## config.mk

```make
export PLATFORM = sky130hd
export DESIGN_NAME = tdf_top
export DESIGN_NICKNAME = d
export VERILOG_FILES = /design/src/rtl/tdf_pkg.sv /design/src/rtl/tdf_seq_if.sv /design/src/rtl/tdf_top.sv /design/src/rtl/tdf_sequencer.sv
export SDC_FILE = /design/constraint.sdc
export NUM_CORES = 1
export LEC_CHECK = 0
export ABC_CLOCK_PERIOD_IN_PS = 9300
export BUFFER_PORTS_ARGS = -buffer_cell sky130_fd_sc_hd__buf_2
export CAP_MARGIN = 20
export CORE_ASPECT_RATIO = 1.2
export CORE_UTILIZATION = 55
export DETAILED_ROUTE_END_ITERATION = 10
export GPL_TIMING_DRIVEN = 0
export PLACE_DENSITY_LB_ADDON = 0.15
export SYNTH_ARGS = -nofsm -noshare
export SYNTH_HDL_FRONTEND = slang
export SYNTH_SLANG_ARGS = --single-unit
```

## constraint.sdc

```tcl
create_clock -name pclk -period 9.3 [get_ports pclk]
set_input_delay 0.93 -clock pclk [delete_from_list [all_inputs] [get_ports pclk]]
set_output_delay 0.93 -clock pclk [all_outputs]
set_load 0.01 [all_outputs]
```

## src/rtl/tdf_pkg.sv

```systemverilog
package tdf_pkg;

    // ======================================================
    // Register indices and byte addresses (index times four)
    localparam logic [7:0] IDX_THRESH = 8'hB6;
    localparam logic [7:0] IDX_EOM = 8'hB7;
    localparam logic [7:0] IDX_DATA = 8'hB8;
    localparam logic [7:0] IDX_STAT = 8'hB9;
    localparam logic [7:0] IDX_MODE = 8'hBF;
    localparam logic [11:0] ADDR_THRESH = {2'h0, IDX_THRESH, 2'h0};
    localparam logic [11:0] ADDR_EOM = {2'h0, IDX_EOM, 2'h0};
    localparam logic [11:0] ADDR_DATA = {2'h0, IDX_DATA, 2'h0};
    localparam logic [11:0] ADDR_STAT = {2'h0, IDX_STAT, 2'h0};
    localparam logic [11:0] ADDR_MODE = {2'h0, IDX_MODE, 2'h0};

    // ======================================================
    // Status field positions
    localparam int STAT_FULL_BIT = 0;
    localparam int STAT_NEAR_BIT = 1;
    localparam int STAT_EMPTY_BIT = 2;
    localparam int STAT_MSG_BIT = 3;

    // ======================================================
    // FIFO geometry and reset values
    localparam int DEPTH_N = 64;
    localparam logic [6:0] FIFO_DEPTH = 7'h40;
    localparam logic [6:0] PTR_ONE = 7'h01;
    localparam logic [6:0] PTR_RST = 7'h00;
    localparam logic [5:0] THRESH_RST = 6'h00;

    // ======================================================
    // Serial characters and bits left after loading a character
    localparam logic [7:0] FLAG_CHAR = 8'h7E;
    localparam logic [7:0] ABORT_CHAR = 8'hFF;
    localparam logic [7:0] IDLE_FILL = 8'hFF;
    localparam logic [2:0] BITS_LEFT8 = 3'h7;
    localparam logic [2:0] BITS_LEFT6 = 3'h5;
    localparam logic [2:0] BITS_NONE = 3'h0;

    typedef enum logic [1:0] {
        MODE_HDLC = 2'b00,
        MODE_CIRC = 2'b01,
        MODE_EIGHT_BIT_PACKING = 2'b10,
        MODE_SIX_BIT_PACKING = 2'b11
    } tdf_mode_type;

    typedef enum logic [1:0] {
        SQ_IDLE = 2'b00,
        SQ_DATA = 2'b01,
        SQ_ABORT = 2'b10
    } tdf_seq_state_type;

endpackage

```

## src/rtl/tdf_seq_if.sv

```systemverilog
`timescale 1ns/10ps
interface tdf_seq_if;
    import tdf_pkg::*;
    logic [7:0] byte_data;
    logic byte_eom;
    logic byte_valid;
    logic byte_take;
    tdf_mode_type mode;
    logic slot_bit_en;
    logic tx_bit;
    logic in_progress;
    logic msg_done;

    modport fifo_side(
        output byte_data, byte_eom, byte_valid, mode, slot_bit_en,
        input byte_take, tx_bit, in_progress, msg_done
    );
    modport seq_side(
        input byte_data, byte_eom, byte_valid, mode, slot_bit_en,
        output byte_take, tx_bit, in_progress, msg_done
    );
endinterface

```

## src/rtl/tdf_top.sv

```systemverilog
`timescale 1ns/10ps
// How it works
// six-bit threshold; zero disables near-empty, else byte count.
// near-empty event when bytes left drop below threshold.
// near-empty level high while filled bytes below threshold.
// sending threshold byte raises level and fires the event.
// processor refills above threshold to clear and re-arm.
// after the event, 65 minus threshold writes fit.
// software should pick a small threshold, five to ten.
// an end-of-message write tags the last written byte unless no byte waits.
// processor writes end-of-message after each message or buffer.
// end-of-message value is dropped and reads as zero.
// several tagged messages may queue and go out in order.
// circular mode moves on only after the end byte.
// bytes leave least significant bit first.
// eight bits per byte, six in six-bit packing.
// HDLC busy status high between flags, low otherwise.
// busy status always high in other modes.
// empty flag is one when no data waits.
// full flag set at 64 filled bytes.
// data writes while full are dropped.
// in HDLC, a message that runs dry before its end tag ends with an abort; other modes send idle fill.
// after reset the FIFO is empty and idle.
module tdf_top
    import tdf_pkg::*;
(
    input wire logic pclk,
    input wire logic presetn,
    input wire logic psel,
    input wire logic penable,
    input wire logic pwrite,
    input wire logic [11:0] paddr,
    input wire logic [31:0] pwdata,
    output logic [31:0] prdata,
    output logic pready,
    output logic pslverr,
    input wire logic slot_bit_en,
    output logic tx_link_bit,
    output logic near_empty_irq,
    output logic message_done_irq,
    output logic near_empty_level,
    output logic fifo_empty_flag,
    output logic fifo_full_flag,
    output logic message_in_progress
);

    typedef struct packed {
        logic [DEPTH_N-1:0][8:0] mem;
        logic [6:0] wr;
        logic [6:0] rd;
        logic [6:0] start;
        logic [5:0] thr;
        tdf_mode_type mode;
        logic [31:0] rdata;
        logic ready;
        logic slverr;
        logic full;
        logic empty;
        logic near;
        logic near_irq;
        logic done_irq;
    } tdf_fifo_regs_type;

    localparam tdf_fifo_regs_type FIFO_RST = '{
        mem: '0, wr: PTR_RST, rd: PTR_RST, start: PTR_RST,
        thr: THRESH_RST, mode: MODE_HDLC, rdata: 32'h0000_0000,
        ready: 1'b0, slverr: 1'b0, full: 1'b0, empty: 1'b1,
        near: 1'b0, near_irq: 1'b0, done_irq: 1'b0};

    tdf_fifo_regs_type q;
    tdf_fifo_regs_type d;
    tdf_seq_if sq ();

    logic setup;
    logic acc_wr;
    logic [6:0] fill;
    logic [6:0] rd_next;
    logic [5:0] last_idx;
    logic head_eom;

    assign setup = psel && !penable;
    assign acc_wr = psel && penable && q.ready && pwrite;
    assign last_idx = q.wr[5:0] - 6'h01;

    // ======================================================
    // Register bus, FIFO pointers and status
    always_comb begin
        d = q;
        fill = 7'h00;
        rd_next = q.rd + PTR_ONE;
        head_eom = q.mem[q.rd[5:0]][8];
        d.ready = setup;
        d.slverr = 1'b0;
        d.done_irq = sq.msg_done;
        if (setup) begin
            d.rdata = 32'h0000_0000;
            case (paddr)
                ADDR_THRESH: d.rdata = {26'h0, q.thr};
                ADDR_STAT: begin
                    d.rdata[STAT_FULL_BIT] = q.full;
                    d.rdata[STAT_NEAR_BIT] = q.near;
                    d.rdata[STAT_EMPTY_BIT] = q.empty;
                    d.rdata[STAT_MSG_BIT] = sq.in_progress;
                end
                ADDR_MODE: d.rdata = {30'h0, q.mode};
                // write-only locations read as zero
                ADDR_EOM, ADDR_DATA: d.rdata = 32'h0000_0000;
                default: d.slverr = 1'b1;
            endcase
        end
        if (acc_wr) begin
            case (paddr)
                // threshold field
                ADDR_THRESH: d.thr = pwdata[5:0];
                ADDR_MODE: d.mode = tdf_mode_type'(pwdata[1:0]);
                ADDR_DATA: begin
                    // full FIFO drops the byte
                    if (!q.full) begin
                        d.mem[q.wr[5:0]] = {1'b0, pwdata[7:0]};
                        d.wr = q.wr + PTR_ONE;
                    end
                end
                ADDR_EOM: begin
                    // value ignored, tag last written byte
                    if (q.wr != q.start) begin
                        d.mem[last_idx][8] = 1'b1;
                    end
                end
                default: d.mode = q.mode;
            endcase
        end
        if (sq.byte_take) begin
            if (q.mode == MODE_CIRC) begin
                // leave a buffer only when a newer one waits
                if (head_eom && rd_next != q.wr) begin
                    d.rd = rd_next;
                    d.start = rd_next;
                end else if (head_eom) begin
                    d.rd = q.start;
                end else begin
                    d.rd = rd_next;
                end
            end else begin
                d.rd = rd_next;
                d.start = rd_next;
            end
        end
        fill = d.wr - d.start;
        // full at 64 filled bytes
        // 65 minus threshold bytes fit once near-empty
        d.full = (fill == FIFO_DEPTH);
        // empty when nothing waits to be sent
        d.empty = (d.wr == d.rd);
        // level follows fill against threshold
        // refilling past threshold clears and re-arms
        d.near = (d.thr != THRESH_RST) && (fill < {1'b0, d.thr});
        // event only on a rise caused by transmission
        // rise after sending the threshold byte
        d.near_irq = d.near && !q.near && sq.byte_take;
    end

    // reset leaves the FIFO empty and idle
    always_ff @(posedge pclk or negedge presetn) begin
        if (!presetn) begin
            q <= FIFO_RST;
        end else begin
            q <= d;
        end
    end

    // ======================================================
    // Sequencer link
    assign sq.byte_data = q.mem[q.rd[5:0]][7:0];
    assign sq.byte_eom = head_eom;
    assign sq.byte_valid = (q.wr != q.rd);
    assign sq.mode = q.mode;
    assign sq.slot_bit_en = slot_bit_en;

    tdf_sequencer u_seq (
        .pclk(pclk),
        .presetn(presetn),
        .sq(sq)
    );

    assign prdata = q.rdata;
    assign pready = q.ready;
    assign pslverr = q.slverr;
    assign tx_link_bit = sq.tx_bit;
    assign near_empty_irq = q.near_irq;
    assign message_done_irq = q.done_irq;
    assign near_empty_level = q.near;
    assign fifo_empty_flag = q.empty;
    assign fifo_full_flag = q.full;
    assign message_in_progress = sq.in_progress;
endmodule

```

## src/rtl/tdf_sequencer.sv

```systemverilog
`timescale 1ns/10ps
module tdf_sequencer
    import tdf_pkg::*;
(
    input wire logic pclk,
    input wire logic presetn,
    tdf_seq_if.seq_side sq
);

    typedef struct packed {
        tdf_seq_state_type st;
        logic [7:0] sh;
        logic [2:0] left;
        logic bit_q;
        logic mip;
        logic done;
        logic last_eom;
    } tdf_seq_regs_type;

    localparam tdf_seq_regs_type SEQ_RST = '{
        st: SQ_IDLE, sh: 8'h00, left: BITS_NONE, bit_q: 1'b1,
        mip: 1'b0, done: 1'b0, last_eom: 1'b0};

    tdf_seq_regs_type q;
    tdf_seq_regs_type d;
    logic take;
    logic [7:0] load;
    logic [2:0] nbits;

    // ======================================================
    // Character sequencing
    always_comb begin
        d = q;
        d.done = 1'b0;
        take = 1'b0;
        load = IDLE_FILL;
        nbits = (sq.mode == MODE_SIX_BIT_PACKING) ? BITS_LEFT6 : BITS_LEFT8;
        if (sq.slot_bit_en) begin
            if (q.left == BITS_NONE) begin
                if (sq.mode == MODE_HDLC) begin
                    nbits = BITS_LEFT8;
                    unique case (q.st)
                        SQ_IDLE: begin
                            if (sq.byte_valid) begin
                                load = sq.byte_data;
                                take = 1'b1;
                                d.last_eom = sq.byte_eom;
                                d.st = SQ_DATA;
                            end else begin
                                load = FLAG_CHAR;
                            end
                        end
                        SQ_DATA: begin
                            // close on tag, next message follows
                            if (q.last_eom) begin
                                load = FLAG_CHAR;
                                d.st = SQ_IDLE;
                                d.done = 1'b1;
                            end else if (sq.byte_valid) begin
                                load = sq.byte_data;
                                take = 1'b1;
                                d.last_eom = sq.byte_eom;
                            // underrun mid-message
                            end else begin
                                load = ABORT_CHAR;
                                d.st = SQ_ABORT;
                            end
                        end
                        SQ_ABORT: begin
                            load = FLAG_CHAR;
                            d.st = SQ_IDLE;
                        end
                        default: begin
                            load = FLAG_CHAR;
                            d.st = SQ_IDLE;
                        end
                    endcase
                end else if (sq.byte_valid) begin
                    load = sq.byte_data;
                    take = 1'b1;
                    d.done = sq.byte_eom;
                end
                // least significant bit leaves first
                d.bit_q = load[0];
                d.sh = {1'b0, load[7:1]};
                // six or eight bits per byte
                d.left = nbits;
            end else begin
                d.bit_q = q.sh[0];
                d.sh = {1'b0, q.sh[7:1]};
                d.left = q.left - 3'h1;
            end
        end
        // busy only between flags in HDLC
        // always busy in other modes
        d.mip = (sq.mode != MODE_HDLC) || (d.st == SQ_DATA);
    end

    always_ff @(posedge pclk or negedge presetn) begin
        if (!presetn) begin
            q <= SEQ_RST;
        end else begin
            q <= d;
        end
    end

    assign sq.byte_take = take;
    assign sq.tx_bit = q.bit_q;
    assign sq.in_progress = q.mip;
    assign sq.msg_done = q.done;
endmodule

```

==> results.sh, run 1 <==
export IMPL_clk_pin_slew_ps=60
export IMPL_postCtsSetupRepairBufs=0
export IMPL_cts_tree="yes"
export IMPL_finalWorstPathRequiredPeriod_ps=6050
export IMPL_io_pins=91
export IMPL_period_share_pct=65.0
export IMPL_vdd_drop_max_mv=0.191
export IMPL_routedWlPerCell_um=34.2
export IMPL_path_common_cell="ha_1"
export IMPL_synth_edf_count=0
export IMPL_syn_area_mm2=0.0303
export IMPL_dieArea_mm2=0.0561
export IMPL_die_w_um=216
export IMPL_required_ps=9810
export IMPL_initial_core_util_pct=56.1
export IMPL_syn_avg_cell_area_um2=12.7
export IMPL_synthTopCellsByArea="dfrtp_1 (52%), mux4_2 (12%), a22o_1 (11%)"
export IMPL_rsz0062_at_grt="no"
export IMPL_outcome="finished clean"
export IMPL_finalPower_uw=7490
export IMPL_slowest_delay_ps=790
export IMPL_synth_distinct_cells=75
export IMPL_cts_made_buffers=67
export IMPL_synth_top_area_share_pct=52.1
export IMPL_setup_tns_ps=0
export IMPL_grt_pass1_wl_mm=165
export IMPL_nets=2611
export IMPL_cp_end_kind="flop"
export IMPL_area_growth_pct=12.5
export IMPL_ys_ff_latch=634
export IMPL_clock_latency_ps=630
export IMPL_fillerInstances=4145
export IMPL_start_kind="flop"
export IMPL_antenna_left=0
export IMPL_initialDrtViolationCount=3533
export IMPL_hold_path_class="in -> async"
export IMPL_crit_arrival_ps=6560
export IMPL_final_hold_viol_count=0
export IMPL_core_area_mm2=0.0541
export IMPL_fin_hold_ws_ps=256
export IMPL_max_slew_margin_pct=18.2
export IMPL_maxSlewViolCount=0
export IMPL_async_reset_ff_share_pct=100
export IMPL_p_leak_uw=0.0158
export IMPL_viasPerCell=7.27
export IMPL_cts_hold_buf=0
export IMPL_syn_inst=2392
export IMPL_clock_path_buffers=3
export IMPL_fmax_mhz=165
export IMPL_crit_path_max_fanout=10
export IMPL_die_height_um=259
export IMPL_wl_mm=113
export IMPL_synth_top_cell_by_area="dfrtp_1"
export IMPL_gp_congestion=1.02
export IMPL_use_met3_pct=11.4
export IMPL_hpwl_mm=79.3
export IMPL_worst_path_max_delay_cell="a211oi_1"
export IMPL_grt_most_used_layer="met2"
export IMPL_powerDensity_mw_per_mm2=219
export IMPL_ys_warn_count=0
export IMPL_grt_pass1_vias=23800
export IMPL_synth_common_cells="dfrtp_1 (632), a22o_1 (377), mux4_2 (168), nand2_1 (166), clkbuf_1 (116)"
export IMPL_antenna_found_initial=4
export IMPL_ys_flop_type="dfrtp_1"
export IMPL_htreeDepth=3
export IMPL_track_usage_pct=41.0
export IMPL_crit_type="reg -> reg"
export IMPL_cts_root_buf="clkbuf_16"
export IMPL_ys_seq_area_share_pct=52.3
export IMPL_dp_cells=3184
export IMPL_drc=0
export IMPL_path_cells="inv_1 > ha_1 > nor2b_1 > clkbuf_1 > nand2_1 > a211oi_1 > buf_2 > buf_4 > nand3_1 > clkbuf_1 > nand2_1 > o21ai_0 > ha_1 > fa_1 > inv_1 > a21o_1 > a21oi_1 > xnor2_1 > ha_1 > a21o_1 > a21oi_1 > o41ai_1 > o21bai_1 > nor4b_1"
export IMPL_cp_top_family="compound AO/OA/AOI/OAI gates"
export IMPL_stdcell_count=3316
export IMPL_cts_sinks=634
export IMPL_drive_gt1_share_pct=20.6
export IMPL_grtUsageMet2_pct=61.8
export IMPL_fin_skew_ps=22.4
export IMPL_row_count=93
export IMPL_port_buffers=37
export IMPL_timing_worst_slew_pin_value_ps=1230
export IMPL_firstDrtPassIters=9
export IMPL_via_count=24100
export IMPL_cts_resized=0
export IMPL_cp_num_buf_inv=6
export IMPL_grt_max_degree=129
export IMPL_drv_cap=0
export IMPL_overflow=0
export IMPL_finalSetupViolCount=0
export IMPL_use_met1_pct=51.8
export IMPL_synth_most_common_cell="dfrtp_1"
final timing paths:
kind,slack (ps),to,start,depth (start not counted)
max reg2reg,3250,near_empty_irq,u_seq.q[4],24
max in group asynchronous,7470,q[379],presetn,3
min reg2reg,350,message_done_irq,u_seq.sq.msg_done,0
min in group pclk,350,message_done_irq,u_seq.sq.msg_done,0
min,260,q[48],presetn,1
max,3250,near_empty_irq,u_seq.q[4],24
cell families (layout without fill, tap and decap cells):
family,count (synthesis),after routing,share of synthesized area [%]
and+or+nand+nor,428,428,6.61
muxes,314,314,17.8
xor gates and xnor gates,33,33,0.953
adders and majority gates,17,17,0.726
AOI/OAI and AO/OA,719,719,17.8
DFF,634,634,52.3
other,1,32,0.0124
buffers and inverters,246,427,3.79
worst reg2reg max path, delay by kind of cell (launching register included):
family	cells	cell delay [ps]
compound gates	8	1680
simple gates	5	970
xor+xnor	1	290
fa+ha+maj	4	1200
buf+inv	6	1390
flops	1	400
cell usage in the layout (no fill, tap or decap), drive strengths merged, types with 26 or more instances in the layout:
cell type,netlist,final
inv,39,42
a21oi,71,71
o21ai,104,104
dfrtp,632,632
buf,89,147
clkbuf,116,222
nor2,105,105
a22o,377,377
nand3,29,29
mux2,113,113
a31oi,69,69
conb,1,26
nand2,166,166
mux2i,33,33
mux4,168,168
cell type report:
type	count	area (µm²)	area share (%)
antenna	6	15.0	0.0440
buffer	205	998	2.92
clock buffer	106	2050	6.00
clock inverter	17	194	0.568
inverter	41	154	0.451
multi-input combinational	1537	13400	39.3
sequential	634	15900	46.5
tap	712	891	2.61
timing repair buffer	58	549	1.61
sequential cells by signal (all words and copies together) (netlist names):
register              count
u_seq.sq.in_progress      1
fifo_full_flag            1
pready                    1
fifo_empty_flag           1
near_empty_irq            1
message_done_irq          1
pslverr                   1
u_seq.sq.tx_bit           1
u_seq.q                  13
q                       603
near_empty_level          1
prdata                    6
u_seq.sq.msg_done         1
sq.mode                   2
report_power, final:
part | internal [µW] | switching [µW] | total, µW
Combinational | 639 | 1210 | 1850
Clock | 1600 | 1180 | 2780
Sequential | 2810 | 47.5 | 2850
routing by layer:
layer  up-vias  routed length [µm]
met5         -                  26
met4         4                8750
met3       468               12800
met2      1721               51000
met1     12400               40900
li1       9456                   -
through the flow:
stage | setup WS, ps | cell area, µm² | util (%)
3_3_place_gp | -5520 | 31500 | 58.2
4_1_cts | 3280 | 34100 | 63.0
5_1_grt | 2880 | 34100 | 63.1
6_report | 3250 | 34100 | 63.1
3_5_place_dp | 3360 | 31800 | 58.9
2_1_floorplan | 4800 | 30400 | -
(Power assumes the default switching activity.)
==> inputs of run 2 (changes only) <==
ABC_CLOCK_PERIOD_IN_PS = 6200   (was 9300)
clock period = 6.2 ns   (was 9.3 ns; I/O delays follow)
==> run 2 against run 1 <==
Total power up 50%; via count down 0.12%; worst setup slack worse by 2800 ps; final area about the same; worst hold slack better by 67 ps; combinational power up 50%; critical path type unchanged; clock power up 50%; critical endpoint unchanged; critical path depth down 2; cell count about the same; register-to-register slack worse by 2800 ps; clock-buffer cell count unchanged.
==> results.sh, run 2 (synthesis gave the netlist of run 1 again) <==
export IMPL_outcome="finished clean"
export IMPL_clock_latency_ps=630
export IMPL_place_area_mm2=0.0318
export IMPL_start_kind="flop"
export IMPL_final_common_cell="dfrtp_1"
export IMPL_vdd_drop_max_mv=0.287
export IMPL_finalWorstPathRequiredPeriod_ps=5800
export IMPL_initialDrtViolationCount=3530
export IMPL_drv_cap=0
export IMPL_clk_pin_slew_ps=60
export IMPL_dp_slack_ps=257
export IMPL_worst_slack_ps=405
export IMPL_drc=0
export IMPL_grt_pass1_vias=23800
export IMPL_fmax_mhz=173
export IMPL_worst_path_max_delay_cell="clkbuf_1"
export IMPL_drive_gt1_share_pct=20.6
export IMPL_core_area_mm2=0.0541
export IMPL_io_pins=91
export IMPL_setup_tns_ps=0
export IMPL_track_usage_pct=41.0
export IMPL_largest_reg_flops=603
export IMPL_cp_end_kind="flop"
export IMPL_viasPerCell=7.26
export IMPL_layout_common_cells="dfrtp_1 (632), a22o_1 (377), mux4_2 (168), nand2_1 (166), clkbuf_1 (135)"
export IMPL_met2_length_mm=51.0
export IMPL_cts_tree="yes"
export IMPL_initial_core_util_pct=56.1
export IMPL_antenna_left=0
export IMPL_dieArea_mm2=0.0561
export IMPL_cp_num_buf_inv=4
export IMPL_slowest_delay_ps=760
export IMPL_grt_pass1_wl_mm=165
export IMPL_antenna_found_initial=5
export IMPL_cp_top_family="buffers and inverters"
export IMPL_highest_layer="met5"
export IMPL_top_register="q"
export IMPL_via_count=24100
export IMPL_postCtsSetupRepairBufs=0
export IMPL_period_share_pct=93.5
export IMPL_nets=2612
export IMPL_maxSlewViolCount=0
export IMPL_required_ps=6710
export IMPL_htreeDepth=3
export IMPL_grt_max_degree=129
export IMPL_overflow=0
export IMPL_max_slew_margin_pct=17.5
export IMPL_finalInstanceArea_mm2=0.0342
export IMPL_crit_arrival_ps=6310
export IMPL_hold_path_class="in -> reg"
export IMPL_final_hold_viol_count=0
export IMPL_gp_congestion=1.02
export IMPL_area_growth_pct=12.6
export IMPL_die_w_um=216
export IMPL_timing_worst_slew_pin_value_ps=1230
export IMPL_path_cells="buf_2 > clkbuf_1 > nor2_1 > nand3_1 > o31a_1 > nand3_1 > a21o_1 > nand3_1 > clkbuf_1 > o21ai_0 > ha_1 > fa_1 > inv_1 > a21o_1 > a21oi_1 > xnor2_1 > ha_1 > a21o_1 > a21oi_1 > o41ai_1 > o21bai_1 > nor4b_1"
export IMPL_fin_skew_ps=20.8
export IMPL_crit_type="reg -> reg"
export IMPL_clock_path_buffers=3
export IMPL_port_buffers=37
export IMPL_die_height_um=259
export IMPL_rsz0062_at_grt="no"
export IMPL_wl_met3_mm=12.8
export IMPL_drt_met1_wl_mm=40.8
export IMPL_cts_made_buffers=67
export IMPL_cts_sinks=634
export IMPL_row_count=93
export IMPL_powerDensity_mw_per_mm2=329
export IMPL_crit_path_max_fanout=10
export IMPL_wl_mm=113
export IMPL_firstDrtPassIters=6
export IMPL_hpwl_mm=79.3
export IMPL_p_leak_uw=0.0158
export IMPL_routedWlPerCell_um=34.2
export IMPL_finalSetupViolCount=0
export IMPL_cts_root_buf="clkbuf_16"
## run 2: cell types whose count changed in the layout (fill, tap and decap cells not counted), sizes merged
| cell | previous run | this run |
|---|---|---|
| dlygate4sd3 | 0 | 1 |
## run 2: worst register-to-register path, stage by stage (launching register included)
cell and delay (ps):
dfrtp_1 380, buf_2 270, clkbuf_1 760, nor2_1 160, nand3_1 150, o31a_1 190
nand3_1 280, a21o_1 300, nand3_1 220, clkbuf_1 380, o21ai_0 180, ha_1 250
fa_1 440, inv_1 80, a21o_1 120, a21oi_1 90, xnor2_1 290, ha_1 310
a21o_1 160, a21oi_1 140, o41ai_1 90, o21bai_1 180, nor4b_1 270
## run 2: power breakdown
group	total, µW	switching [µW]	internal [µW]
Clock	4170	1770	2410
Combinational	2770	1810	959
Sequential	4280	70.3	4210
Total	11200	3650	7580
## run 2: path summary, 6_finish.rpt
check / from / endpoint / slack (ps) / depth (start not counted)
worst max-delay path: q[57] / near_empty_irq / 400 / 22
worst min-delay path: pwdata[2] / q[43] / 320 / 3
worst max register to register: q[57] / near_empty_irq / 400 / 22
worst min register to register: u_seq.sq.msg_done / message_done_irq / 350 / 0
max in group asynchronous: presetn / q[379] / 4060 / 4
min in group asynchronous: presetn / q[48] / 560 / 2
## run 2: layer usage
layer  global-route usage, %  vias up
met5                       0        -
li1                        -     9469
met3                    11.4      459
met4                    28.1        4
met1                    52.0    12400
met2                    61.7     1749
## run 2: through the flow
step	hold WS (ps)	utilization (%)	std cells	power (µW)
3_3_place_gp	336	58.2	3166	6940
5_1_grt	338	63.1	3311	11500
2_1_floorplan	324	-	2417	6010
4_1_cts	310	63.0	3308	11200
6_report	323	63.1	3317	11200
3_5_place_dp	336	58.9	3184	7030
## run 2: what timing repair did
| item | 4_1_cts | 5_1_grt |
|---|---|---|
| gates resized for setup | 0 | 2 |
| hold buffers | 1 | 0 |
| endpoints found under the setup margin | 0 | 2 |
| endpoints found under the hold margin | 8 | 0 |
## run 2: area by class of cell
cell class,instances,area [µm²]
clock inverters,17,194
clock buffers,106,2050
repair buffers,59,559
well taps,712,891
diodes,6,15.0
fillers,4145,20000
plain buffers,205,998
flip-flops and latches,634,15900
multi-input cells,1537,13400
inverters,41,154
